### src/common/mdu_pkg.sv
// package: constants and carrier types for the multidrop uart extension
// What this block does
// - master transmitter sends 9th bit one for address, zero for data
// - normal multidrop: 9th bit parity error marks address, raises interrupt
// - normal multidrop, receiver disabled: data bytes dropped, not queued
// - normal multidrop, receiver disabled: address byte queued, data-ready raised
// - normal multidrop, receiver enabled: every byte queued
// - normal multidrop, receiver enabled: address raises parity-error interrupt
// - auto address detect needs both control bits 0 and 2
// - auto mode compares every address byte with station match value
// - auto mode, disabled: data and non-matching addresses discarded
// - matching address queued with 9th bit, receiver enabled, data-ready raised
// - auto mode, enabled: non-matching address disables receiver, not queued
// - control bit 4 turns automatic direction control on
// - control bit 3 picks request-to-send or data-terminal-ready pin
// - direction pin low on transmit write, high after last bit
// - automatic direction overrides other pin sources except loopback
// - release delayed by 0 to 255 baud periods after last stop bit
// - control bit 5 inverts direction output polarity
// - baud generator divides bus clock by 16-bit divisor for 16x tick
// - receive shift register assembles character then hands to queue
// - events reach interrupt logic as single-cycle pulses
package mdu_pkg;
  localparam int CTL_NMM = 0;
  localparam int CTL_RXDIS = 1;
  localparam int CTL_AAD = 2;
  localparam int CTL_SEL = 3;
  localparam int CTL_DCTRL = 4;
  localparam int CTL_OINV = 5;
  localparam int CTL_W = 6;
  localparam logic [5:0] CTL_RESET = 6'h00;
  localparam int DATA_W = 9;
  localparam int QUEUE_DEPTH = 16;
  localparam int OVERSAMPLE = 16;
  localparam logic [3:0] OS_LAST = 4'hF;
  localparam logic [3:0] OS_MID = 4'h7;
  localparam logic [3:0] BITS_LAST = 4'hA;
  localparam logic [15:0] DIV_ONE = 16'h0001;

  typedef struct packed {
    logic [8:0] data;
    logic valid;
  } mdu_char_type;

  typedef struct packed {
    logic rx_ready;
    logic parity_err;
    logic framing_err;
    logic tx_empty;
  } mdu_event_type;
endpackage

### src/design/mdu_top.sv
// multidrop uart: baud tick, tx/rx shifters, address filter, direction control, queue
module mdu_fifo #(
  parameter int WIDTH = 9,
  parameter int DEPTH = 16
) (
  input wire logic core_clk,
  input wire logic rst,
  input wire logic [WIDTH-1:0] in_data,
  input wire logic in_valid,
  output logic in_ready,
  output logic [WIDTH-1:0] out_data,
  output logic out_valid,
  input wire logic out_ready
);
  localparam int AW = $clog2(DEPTH);
  typedef struct packed {
    logic [DEPTH-1:0][WIDTH-1:0] mem;
    logic [AW-1:0] wr;
    logic [AW-1:0] rd;
    logic [AW:0] cnt;
  } mdu_fifo_state_type;
  mdu_fifo_state_type s_q, s_d;
  logic push, pop;
  assign in_ready = (s_q.cnt != (AW+1)'(DEPTH));
  assign out_valid = (s_q.cnt != '0);
  assign out_data = s_q.mem[s_q.rd];
  assign push = in_valid && in_ready;
  assign pop = out_valid && out_ready;
  always_comb
  begin
    s_d = s_q;
    if (push)
    begin
      s_d.mem[s_q.wr] = in_data;
      s_d.wr = s_q.wr + 1'b1;
    end
    if (pop)
      s_d.rd = s_q.rd + 1'b1;
    if (push && !pop)
      s_d.cnt = s_q.cnt + 1'b1;
    else if (pop && !push)
      s_d.cnt = s_q.cnt - 1'b1;
  end
  always_ff @(posedge core_clk)
  begin
    if (rst)
      s_q <= '0;
    else
      s_q <= s_d;
  end
endmodule

module mdu_top (
  input wire logic core_clk,
  input wire logic rst,
  input wire logic [mdu_pkg::CTL_W-1:0] multidrop_control,
  input wire logic control_write,
  output logic [mdu_pkg::CTL_W-1:0] multidrop_control_reg,
  input wire logic [7:0] station_address_match,
  input wire logic [7:0] direction_release_delay,
  input wire logic [7:0] divisor_low,
  input wire logic [7:0] divisor_high,
  input wire logic loopback,
  input wire logic rts_manual_n,
  input wire logic dtr_manual_n,
  input wire logic [7:0] tx_data,
  input wire logic tx_is_address,
  input wire logic tx_valid,
  output logic tx_ready,
  output logic serial_out_pin,
  input wire logic serial_in_pin,
  output logic rts_n,
  output logic dtr_n,
  output mdu_pkg::mdu_char_type rx_char,
  input wire logic rx_take,
  output logic rx_queue_full,
  output mdu_pkg::mdu_event_type events
);
  import mdu_pkg::*;

  typedef enum logic [1:0] {TX_IDLE, TX_SHIFT, TX_HOLD} mdu_tx_state_type;
  typedef enum logic [1:0] {RX_IDLE, RX_SHIFT} mdu_rx_state_type;

  typedef struct packed {
    logic [CTL_W-1:0] ctl;
    logic [15:0] div_cnt;
    logic tick;
    logic [2:0] rx_sync;
    logic rx_line;
    mdu_tx_state_type tx_st;
    logic [10:0] tx_sh;
    logic [3:0] tx_os;
    logic [3:0] tx_bits;
    logic [7:0] hold_cnt;
    logic [7:0] tx_buf;
    logic tx_buf_addr;
    logic tx_buf_full;
    logic dir_active;
    mdu_rx_state_type rx_st;
    logic [3:0] rx_os;
    logic [3:0] rx_bits;
    logic [9:0] rx_sh;
    logic [8:0] push_data;
    logic push_valid;
    mdu_event_type ev;
    logic txd;
  } mdu_state_type;

  mdu_state_type s_q, s_d;
  logic q_in_ready;
  logic [15:0] divisor;
  logic aad_mode;

  function automatic logic [10:0] frame_of(input logic [7:0] d, input logic a);
    frame_of = {1'b1, a, d, 1'b0};
  endfunction

  assign divisor = {divisor_high, divisor_low};
  assign aad_mode = s_q.ctl[CTL_NMM] && s_q.ctl[CTL_AAD];
  assign tx_ready = !s_q.tx_buf_full;

  always_comb
  begin
    logic [8:0] ch;
    logic is_addr;
    logic keep;
    s_d = s_q;
    ch = '0;
    is_addr = 1'b0;
    keep = 1'b0;
    s_d.ev = '0;
    // push is a one-cycle offer; a full queue drops it rather than replaying it later
    s_d.push_valid = 1'b0;
    if (control_write)
      s_d.ctl = multidrop_control;
    // baud generator; divisor zero treated as one
    s_d.tick = 1'b0;
    if (s_q.div_cnt + 16'h0001 >= ((divisor == '0) ? DIV_ONE : divisor))
    begin
      s_d.div_cnt = '0;
      s_d.tick = 1'b1;
    end
    else
      s_d.div_cnt = s_q.div_cnt + 16'h0001;
    // three-stage input sync; change counts when stages two and three agree
    s_d.rx_sync = {s_q.rx_sync[1:0], serial_in_pin};
    if (s_q.rx_sync[2] == s_q.rx_sync[1])
      s_d.rx_line = s_q.rx_sync[2];
    // transmit holding buffer
    if (tx_valid && !s_q.tx_buf_full)
    begin
      s_d.tx_buf = tx_data;
      s_d.tx_buf_addr = tx_is_address;
      s_d.tx_buf_full = 1'b1;
      s_d.dir_active = 1'b1;
    end
    case (s_q.tx_st)
      TX_IDLE:
      begin
        s_d.txd = 1'b1;
        if (s_q.tx_buf_full)
        begin
          s_d.tx_sh = frame_of(s_q.tx_buf, s_q.tx_buf_addr);
          s_d.tx_buf_full = 1'b0;
          s_d.tx_os = '0;
          s_d.tx_bits = '0;
          s_d.tx_st = TX_SHIFT;
        end
      end
      TX_SHIFT:
      begin
        s_d.txd = s_q.tx_sh[0];
        if (s_q.tick)
        begin
          s_d.tx_os = s_q.tx_os + 4'h1;
          if (s_q.tx_os == OS_LAST)
          begin
            s_d.tx_sh = {1'b1, s_q.tx_sh[10:1]};
            s_d.tx_bits = s_q.tx_bits + 4'h1;
            if (s_q.tx_bits == BITS_LAST)
            begin
              s_d.txd = 1'b1;
              s_d.hold_cnt = '0;
              s_d.tx_st = TX_HOLD;
            end
          end
        end
      end
      TX_HOLD:
      begin
        // a queued character skips the release so the driver stays on
        if (s_q.tx_buf_full)
          s_d.tx_st = TX_IDLE;
        else if (s_q.hold_cnt == direction_release_delay)
        begin
          s_d.dir_active = s_d.tx_buf_full;
          s_d.ev.tx_empty = 1'b1;
          s_d.tx_st = TX_IDLE;
        end
        else if (s_q.tick)
        begin
          s_d.tx_os = s_q.tx_os + 4'h1;
          if (s_q.tx_os == OS_LAST)
            s_d.hold_cnt = s_q.hold_cnt + 8'h01;
        end
      end
      default:
        s_d.tx_st = TX_IDLE;
    endcase
    // receiver: start bit, 8 data, 9th bit, stop, sampled mid-bit
    case (s_q.rx_st)
      RX_IDLE:
        if (!s_q.rx_line)
        begin
          s_d.rx_os = '0;
          s_d.rx_bits = '0;
          s_d.rx_st = RX_SHIFT;
        end
      RX_SHIFT:
        if (s_q.tick)
        begin
          s_d.rx_os = s_q.rx_os + 4'h1;
          if (s_q.rx_os == OS_MID)
          begin
            s_d.rx_bits = s_q.rx_bits + 4'h1;
            if (s_q.rx_bits == '0 && s_q.rx_line)
              s_d.rx_st = RX_IDLE;
            else if (s_q.rx_bits == BITS_LAST)
            begin
              s_d.rx_st = RX_IDLE;
              ch = s_q.rx_sh[9:1];
              is_addr = ch[8];
              s_d.ev.framing_err = !s_q.rx_line;
              if (aad_mode)
              begin
                if (is_addr && ch[7:0] == station_address_match)
                begin
                  keep = 1'b1;
                  s_d.ctl[CTL_RXDIS] = 1'b0;
                end
                else if (is_addr)
                  s_d.ctl[CTL_RXDIS] = 1'b1;
                else
                  keep = !s_q.ctl[CTL_RXDIS];
              end
              else if (s_q.ctl[CTL_NMM])
              begin
                keep = is_addr || !s_q.ctl[CTL_RXDIS];
                s_d.ev.parity_err = is_addr;
              end
              else
                keep = 1'b1;
              if (keep)
              begin
                s_d.push_data = ch;
                s_d.push_valid = 1'b1;
                s_d.ev.rx_ready = 1'b1;
              end
            end
            else
              s_d.rx_sh = {s_q.rx_line, s_q.rx_sh[9:1]};
          end
        end
      default:
        s_d.rx_st = RX_IDLE;
    endcase
  end

  always_ff @(posedge core_clk)
  begin
    if (rst)
    begin
      s_q <= '0;
      s_q.ctl <= CTL_RESET;
      s_q.rx_sync <= 3'h7;
      s_q.rx_line <= 1'b1;
      s_q.txd <= 1'b1;
    end
    else
      s_q <= s_d;
  end

  // overflowing characters are lost while the queue is full; the shifter never stalls
  mdu_fifo #(.WIDTH(DATA_W), .DEPTH(QUEUE_DEPTH)) u_queue (
    .core_clk(core_clk),
    .rst(rst),
    .in_data(s_q.push_data),
    .in_valid(s_q.push_valid),
    .in_ready(q_in_ready),
    .out_data(rx_char.data),
    .out_valid(rx_char.valid),
    .out_ready(rx_take)
  );

  always_comb
  begin
    logic dir_level;
    dir_level = s_q.dir_active ~^ s_q.ctl[CTL_OINV];
    rts_n = rts_manual_n;
    dtr_n = dtr_manual_n;
    if (s_q.ctl[CTL_DCTRL] && !loopback)
    begin
      if (s_q.ctl[CTL_SEL])
        dtr_n = dir_level;
      else
        rts_n = dir_level;
    end
  end

  assign serial_out_pin = loopback ? 1'b1 : s_q.txd;
  assign multidrop_control_reg = s_q.ctl;
  assign rx_queue_full = !q_in_ready;
  assign events = s_q.ev;
endmodule

### config.mk
export PLATFORM = sky130hd
export DESIGN_NAME = mdu_top
export DESIGN_NICKNAME = d
export VERILOG_FILES = /design/src/common/mdu_pkg.sv /design/src/design/mdu_top.sv
export SDC_FILE = /design/constraint.sdc
export NUM_CORES = 1
export LEC_CHECK = 0
export ABC_AREA = 0
export BUFFER_PORTS_ARGS = -buffer_cell sky130_fd_sc_hd__buf_4
export CAP_MARGIN = 10
export CORE_MARGIN = 2
export CORE_UTILIZATION = 38
export CTS_CLUSTER_SIZE = 8
export DETAILED_ROUTE_END_ITERATION = 10
export GPL_ROUTABILITY_DRIVEN = 0
export SLEW_MARGIN = 30
export SYNTH_ARGS = -nofsm -noshare
export SYNTH_HDL_FRONTEND = slang
export SYNTH_HIERARCHICAL = 1
export SYNTH_SLANG_ARGS = --single-unit
### constraint.sdc
create_clock -name core_clk -period 6.9 [get_ports core_clk]
set_clock_uncertainty 0.2 [all_clocks]
set_input_delay 1.035 -clock core_clk [delete_from_list [all_inputs] [get_ports core_clk]]
set_output_delay 1.035 -clock core_clk [all_outputs]
set_load 0.05 [all_outputs]
Word-level counts from Yosys, hierarchy flattened
Cells that the tools add are included.
- register bits after elaboration: 259
- bits in latches: 0
- memory bits (writable): 0
- ROM bits: 0
- input bits: 56
- memories: 0
- add/subtract/negate cells: 10
- multipliers: 0
- divide/modulo/power cells: 0
- $lt $le $gt $ge: 4
- eq/ne operators: 24
- shift-type cells: 0
- muxes and demuxes: 77
- bitwise logic cells: 8
- reductions and logical operators: 41
- operators with widths (cell ; number):
    $bwmux W144 ; 1
    $mux W8 ; 5
    $bmux W9 S4 ; 1
    $demux W9 S4 ; 1
    $mux W1 ; 34
    $mux W33 ; 1
    $pmux W8 S2 ; 2
    $mux W29 ; 1
    $mux W27 ; 1
    $mux W13 ; 2
    $add A4 B1 Y4 const B ; 6
    $mux W23 ; 1
    $ne A2 B2 Y1 const B ; 11
    $pmux W11 S2 ; 1
    $mux W21 ; 1
    $mux W10 ; 2
    $mux W9 ; 2
    $add A16 B1 Y16 const B ; 1
    $eq A8 B8 Y1 ; 2
    $ge A16 B16 Y1 ; 1
    $logic_not A16 Y1 ; 1
    $mux W16 ; 1
    $mux W2 ; 8
    $eq A4 B4 Y1 const B ; 3
    39 further kinds ; 74

Longest topological paths before layout
- word-level depth: 15
- depth in mapped cells: 14
- gate-level depth less buffers: 13

Hierarchy
The synthesis kept the hierarchy.
- modules (own cells, without submodules) (module ; times used ; cells each ; area an instance (um^2)):
    mdu_fifo ; 1 ; 663 ; 7310.8
    mdu_top ; 1 ; 554 ; 4966.0

Worst setup path before layout
Ideal clock, no wire load.
- path kind: input -> register
- from: in divisor_high[0]
- to: reg s_q[85] (netlist name)
- setup time: 80 ps
- arrival: 2887 ps
- required time: 6620 ps
- path slack: 3733 ps
- stages on the path: 10
- buffers on the path: 1
- cell sequence: nor4_1 -> a41o_1 -> ha_1 -> nand2b_1 -> a21oi_1 -> o21ai_0 -> a221o_1 -> a21o_1 -> clkbuf_1 -> nor3b_1
- RTL lines (what ; RTL line ; RTL):
    start: declaration ; mdu_top.sv:62 ; input wire logic [7:0] divisor_high,

==> flow_summary.yaml <==
floorplanning:
  die_area_um2: 33800
  fp.dieW_um: 184
  start_util: 0.387
  ios: 81
  coreArea_um2: 31700
  dieHeight_um: 184
  placementRows: 65
clock_network:
  clock-sinks: 256
  ctsHoldBuffers: 0
  cts_resized: 0
  root_buffer: "clkbuf_16"
  post_cts_buffers: 0
  clkTransAtPathRegs_ps: 50
  cts_tree: "built"
  clock_path_buffers: 3
  htreeDepth: 2
  clock_latency_ps: 520
  tritoncts.num_buffers: 37
yosys:
  netlist.area_leader.share: 0.417
  synthArstFlopShare: 0
  synth_nets: 1313
  ys_ff_latch: 256
  ys.warnings.count: 6
  syn_avg_cell_area_um2: 10.1
  yosys.cell_types.count: 63
  synth_common_cells: "256 x dfxtp_1, 223 x nor2_1, 182 x mux2i_1"
  syn_inst: 1217
  synthTopCellsByArea: "dfxtp_1 42%, mux2i_1 15%, nor2_1 6.8%"
  synth-edff-count: 0
  ys.flop_type: "dfxtp_1"
  ys_seq_area_frac: 0.417
  yosysMostFrequentCell: "dfxtp_1"
  synth_area_leader_cell: "dfxtp_1"
  syn_area_um2: 12300
run:
  cap_violations: 0
worst_setup_path:
  crit_top_cell: "buf_4"
  r2r_start: "s_q[80]"
  arrival_ps: 2620
  rr_endpoint: "s_q[81]"
  path_max_fanout: 39
  r2r_cells: 12
  crit_type: "flop to output pin"
  start_kind: "flop"
  crit_chain: "buf_4, mux4_2, a22oi_1, nand2_1, buf_4"
  crit_path_end_kind: "output pin"
  ff2ff_setup_slack_ps: 3630
  worst_path_largest_cell_delay_ps: 610
  cp.required_ps: 5660
  critPathSlowestCell: "mux4_2"
finish:
  final_cell_area_um2: 14100
  layout.nets: 1362
  instances_no_fill: 1669
  diodes: 0
  area_growth_pct: 14.6
  largest_register_ffs: 157
  drive_gt1_frac: 0.174
outcome:
  outcome: "finished, final reports clean"
grt:
  grt_pass1_vias: 8365
  grt_antenna_before_repair: 0
  gr-total-overflow: 0
  grt_usage: 0.157
  grt_max_degree: 128
  grt_first_pass_wirelength_um: 43100
power:
  total_power_mw: 4.09
  powerDensity_nw_per_um2: 291
  vdd_drop_max_mv: 0.350
  p_leak_nw: 5.05
timing:
  max_freq_mhz: 259
  worstMarginPinSlew_ps: 973
  hold_viol_final: 0
  grt_setup_unrepaired: "false"
  slew_viol_final: 0
  finalSetupTns_ps: 0
  post-route-period-util: 0.559
  min_period_ps: 3860
  fin_ws_ps: 3040
  finalSetupViolations: 0
  timing.slew.headroom: 0.351
routing:
  wire_per_inst_um: 15.9
  drt_wl_total_um: 26500
  drcViolationCount: 0
  drtIter0Drc: 426
  via_per_inst: 5.21
  first_pass_iters: 5
  dr_total_vias: 8697
  antenna_left: 0
hold_path:
  holdCritPathClass: "flop to flop"
  holdPathStages: 1
  worstHoldStart: "s_d[77]"
  hold_end: "s_d[78]"
placement:
  place_area_um2: 13100
  port_buffers: 80
  dp_cells: 1627
  dp_hpwl_um: 17100
  place_ws_ps: 3350
-- critical path, delay by kind of cell, from the launching register on --
family	cells	cell delay, ps
compound gates	1	260
buf+inv	2	780
flops	1	310
mux	1	610
simple gates	1	140
-- area by class of cell --
| class | instances | area, µm² |
|---|---|---|
| Sequential cell | 256 | 5130 |
| Timing Repair Buffer | 102 | 802 |
| Tap cell | 402 | 503 |
| Multi-Input combinational cell | 835 | 6530 |
| Clock inverter | 2 | 36.3 |
| Inverter | 34 | 128 |
| Fill cell | 3073 | 17600 |
| Clock buffer | 38 | 951 |
-- power breakdown --
group | leakage, nW | internal (mW) | switching (mW)
Clock | 0.485 | 0.970 | 0.626
Combinational | 2.50 | 0.319 | 0.575
Sequential | 2.07 | 1.55 | 0.0506
Total | 5.05 | 2.84 | 1.25
-- through the flow --
stage / util / hold slack, ps
floorplan: - / 189
global route: 0.444 / 227
finish: 0.444 / 219
detailed placement: 0.411 / 215
CTS: 0.443 / 222
global placement: 0.411 / 209
-- routing by layer --
metal / vias to the layer above / wire, µm / global-route usage
li1: 4353 / - / -
met1: 4167 / 12500 / 0.209
met2: 135 / 12500 / 0.261
met3: 42 / 1010 / 0.0277
met4: 0 / 448 / 0.0413
met5: - / 0 / 0
-- worst max-delay path by stage --
| stage | from | to | slack (ps) | cells past startpoint |
|---|---|---|---|---|
| floorplan | divisor_high[0] | s_q[85] | 3730 | 10 |
| global placement | divisor_high[0] | s_q[79] | 3320 | 10 |
| detailed placement | divisor_high[0] | s_q[79] | 3350 | 10 |
| CTS | u_queue/s_q[5] | rx_char[1] | 2950 | 5 |
| global route | u_queue/s_q[5] | rx_char[1] | 2870 | 5 |
| finish | u_queue/s_q[5] | rx_char[1] | 3040 | 5 |
-- cell families after synthesis --
logic type,share of synthesized area
compound gates,0.0948
mux,0.217
xor+xnor,0.0307
buf+inv,0.0528
fa+ha+maj,0.0414
simple gates,0.146
flops,0.417
-- layout by cell type (no fill, tap or decap), types with 16 or more instances in the layout --
| cell | instances |
|---|---|
| dfxtp_1 | 254 |
| nor2_1 | 223 |
| mux2i_1 | 182 |
| buf_4 | 99 |
| nand2_1 | 59 |
| a21oi_1 | 38 |
| ha_1 | 38 |
| clkbuf_16 | 38 |
| mux4_2 | 36 |
| inv_1 | 32 |
| xnor2_1 | 22 |
| xor2_1 | 21 |
| a22oi_1 | 21 |
| nor3b_1 | 16 |
Note: power is estimated with default switching activity, not from simulation.
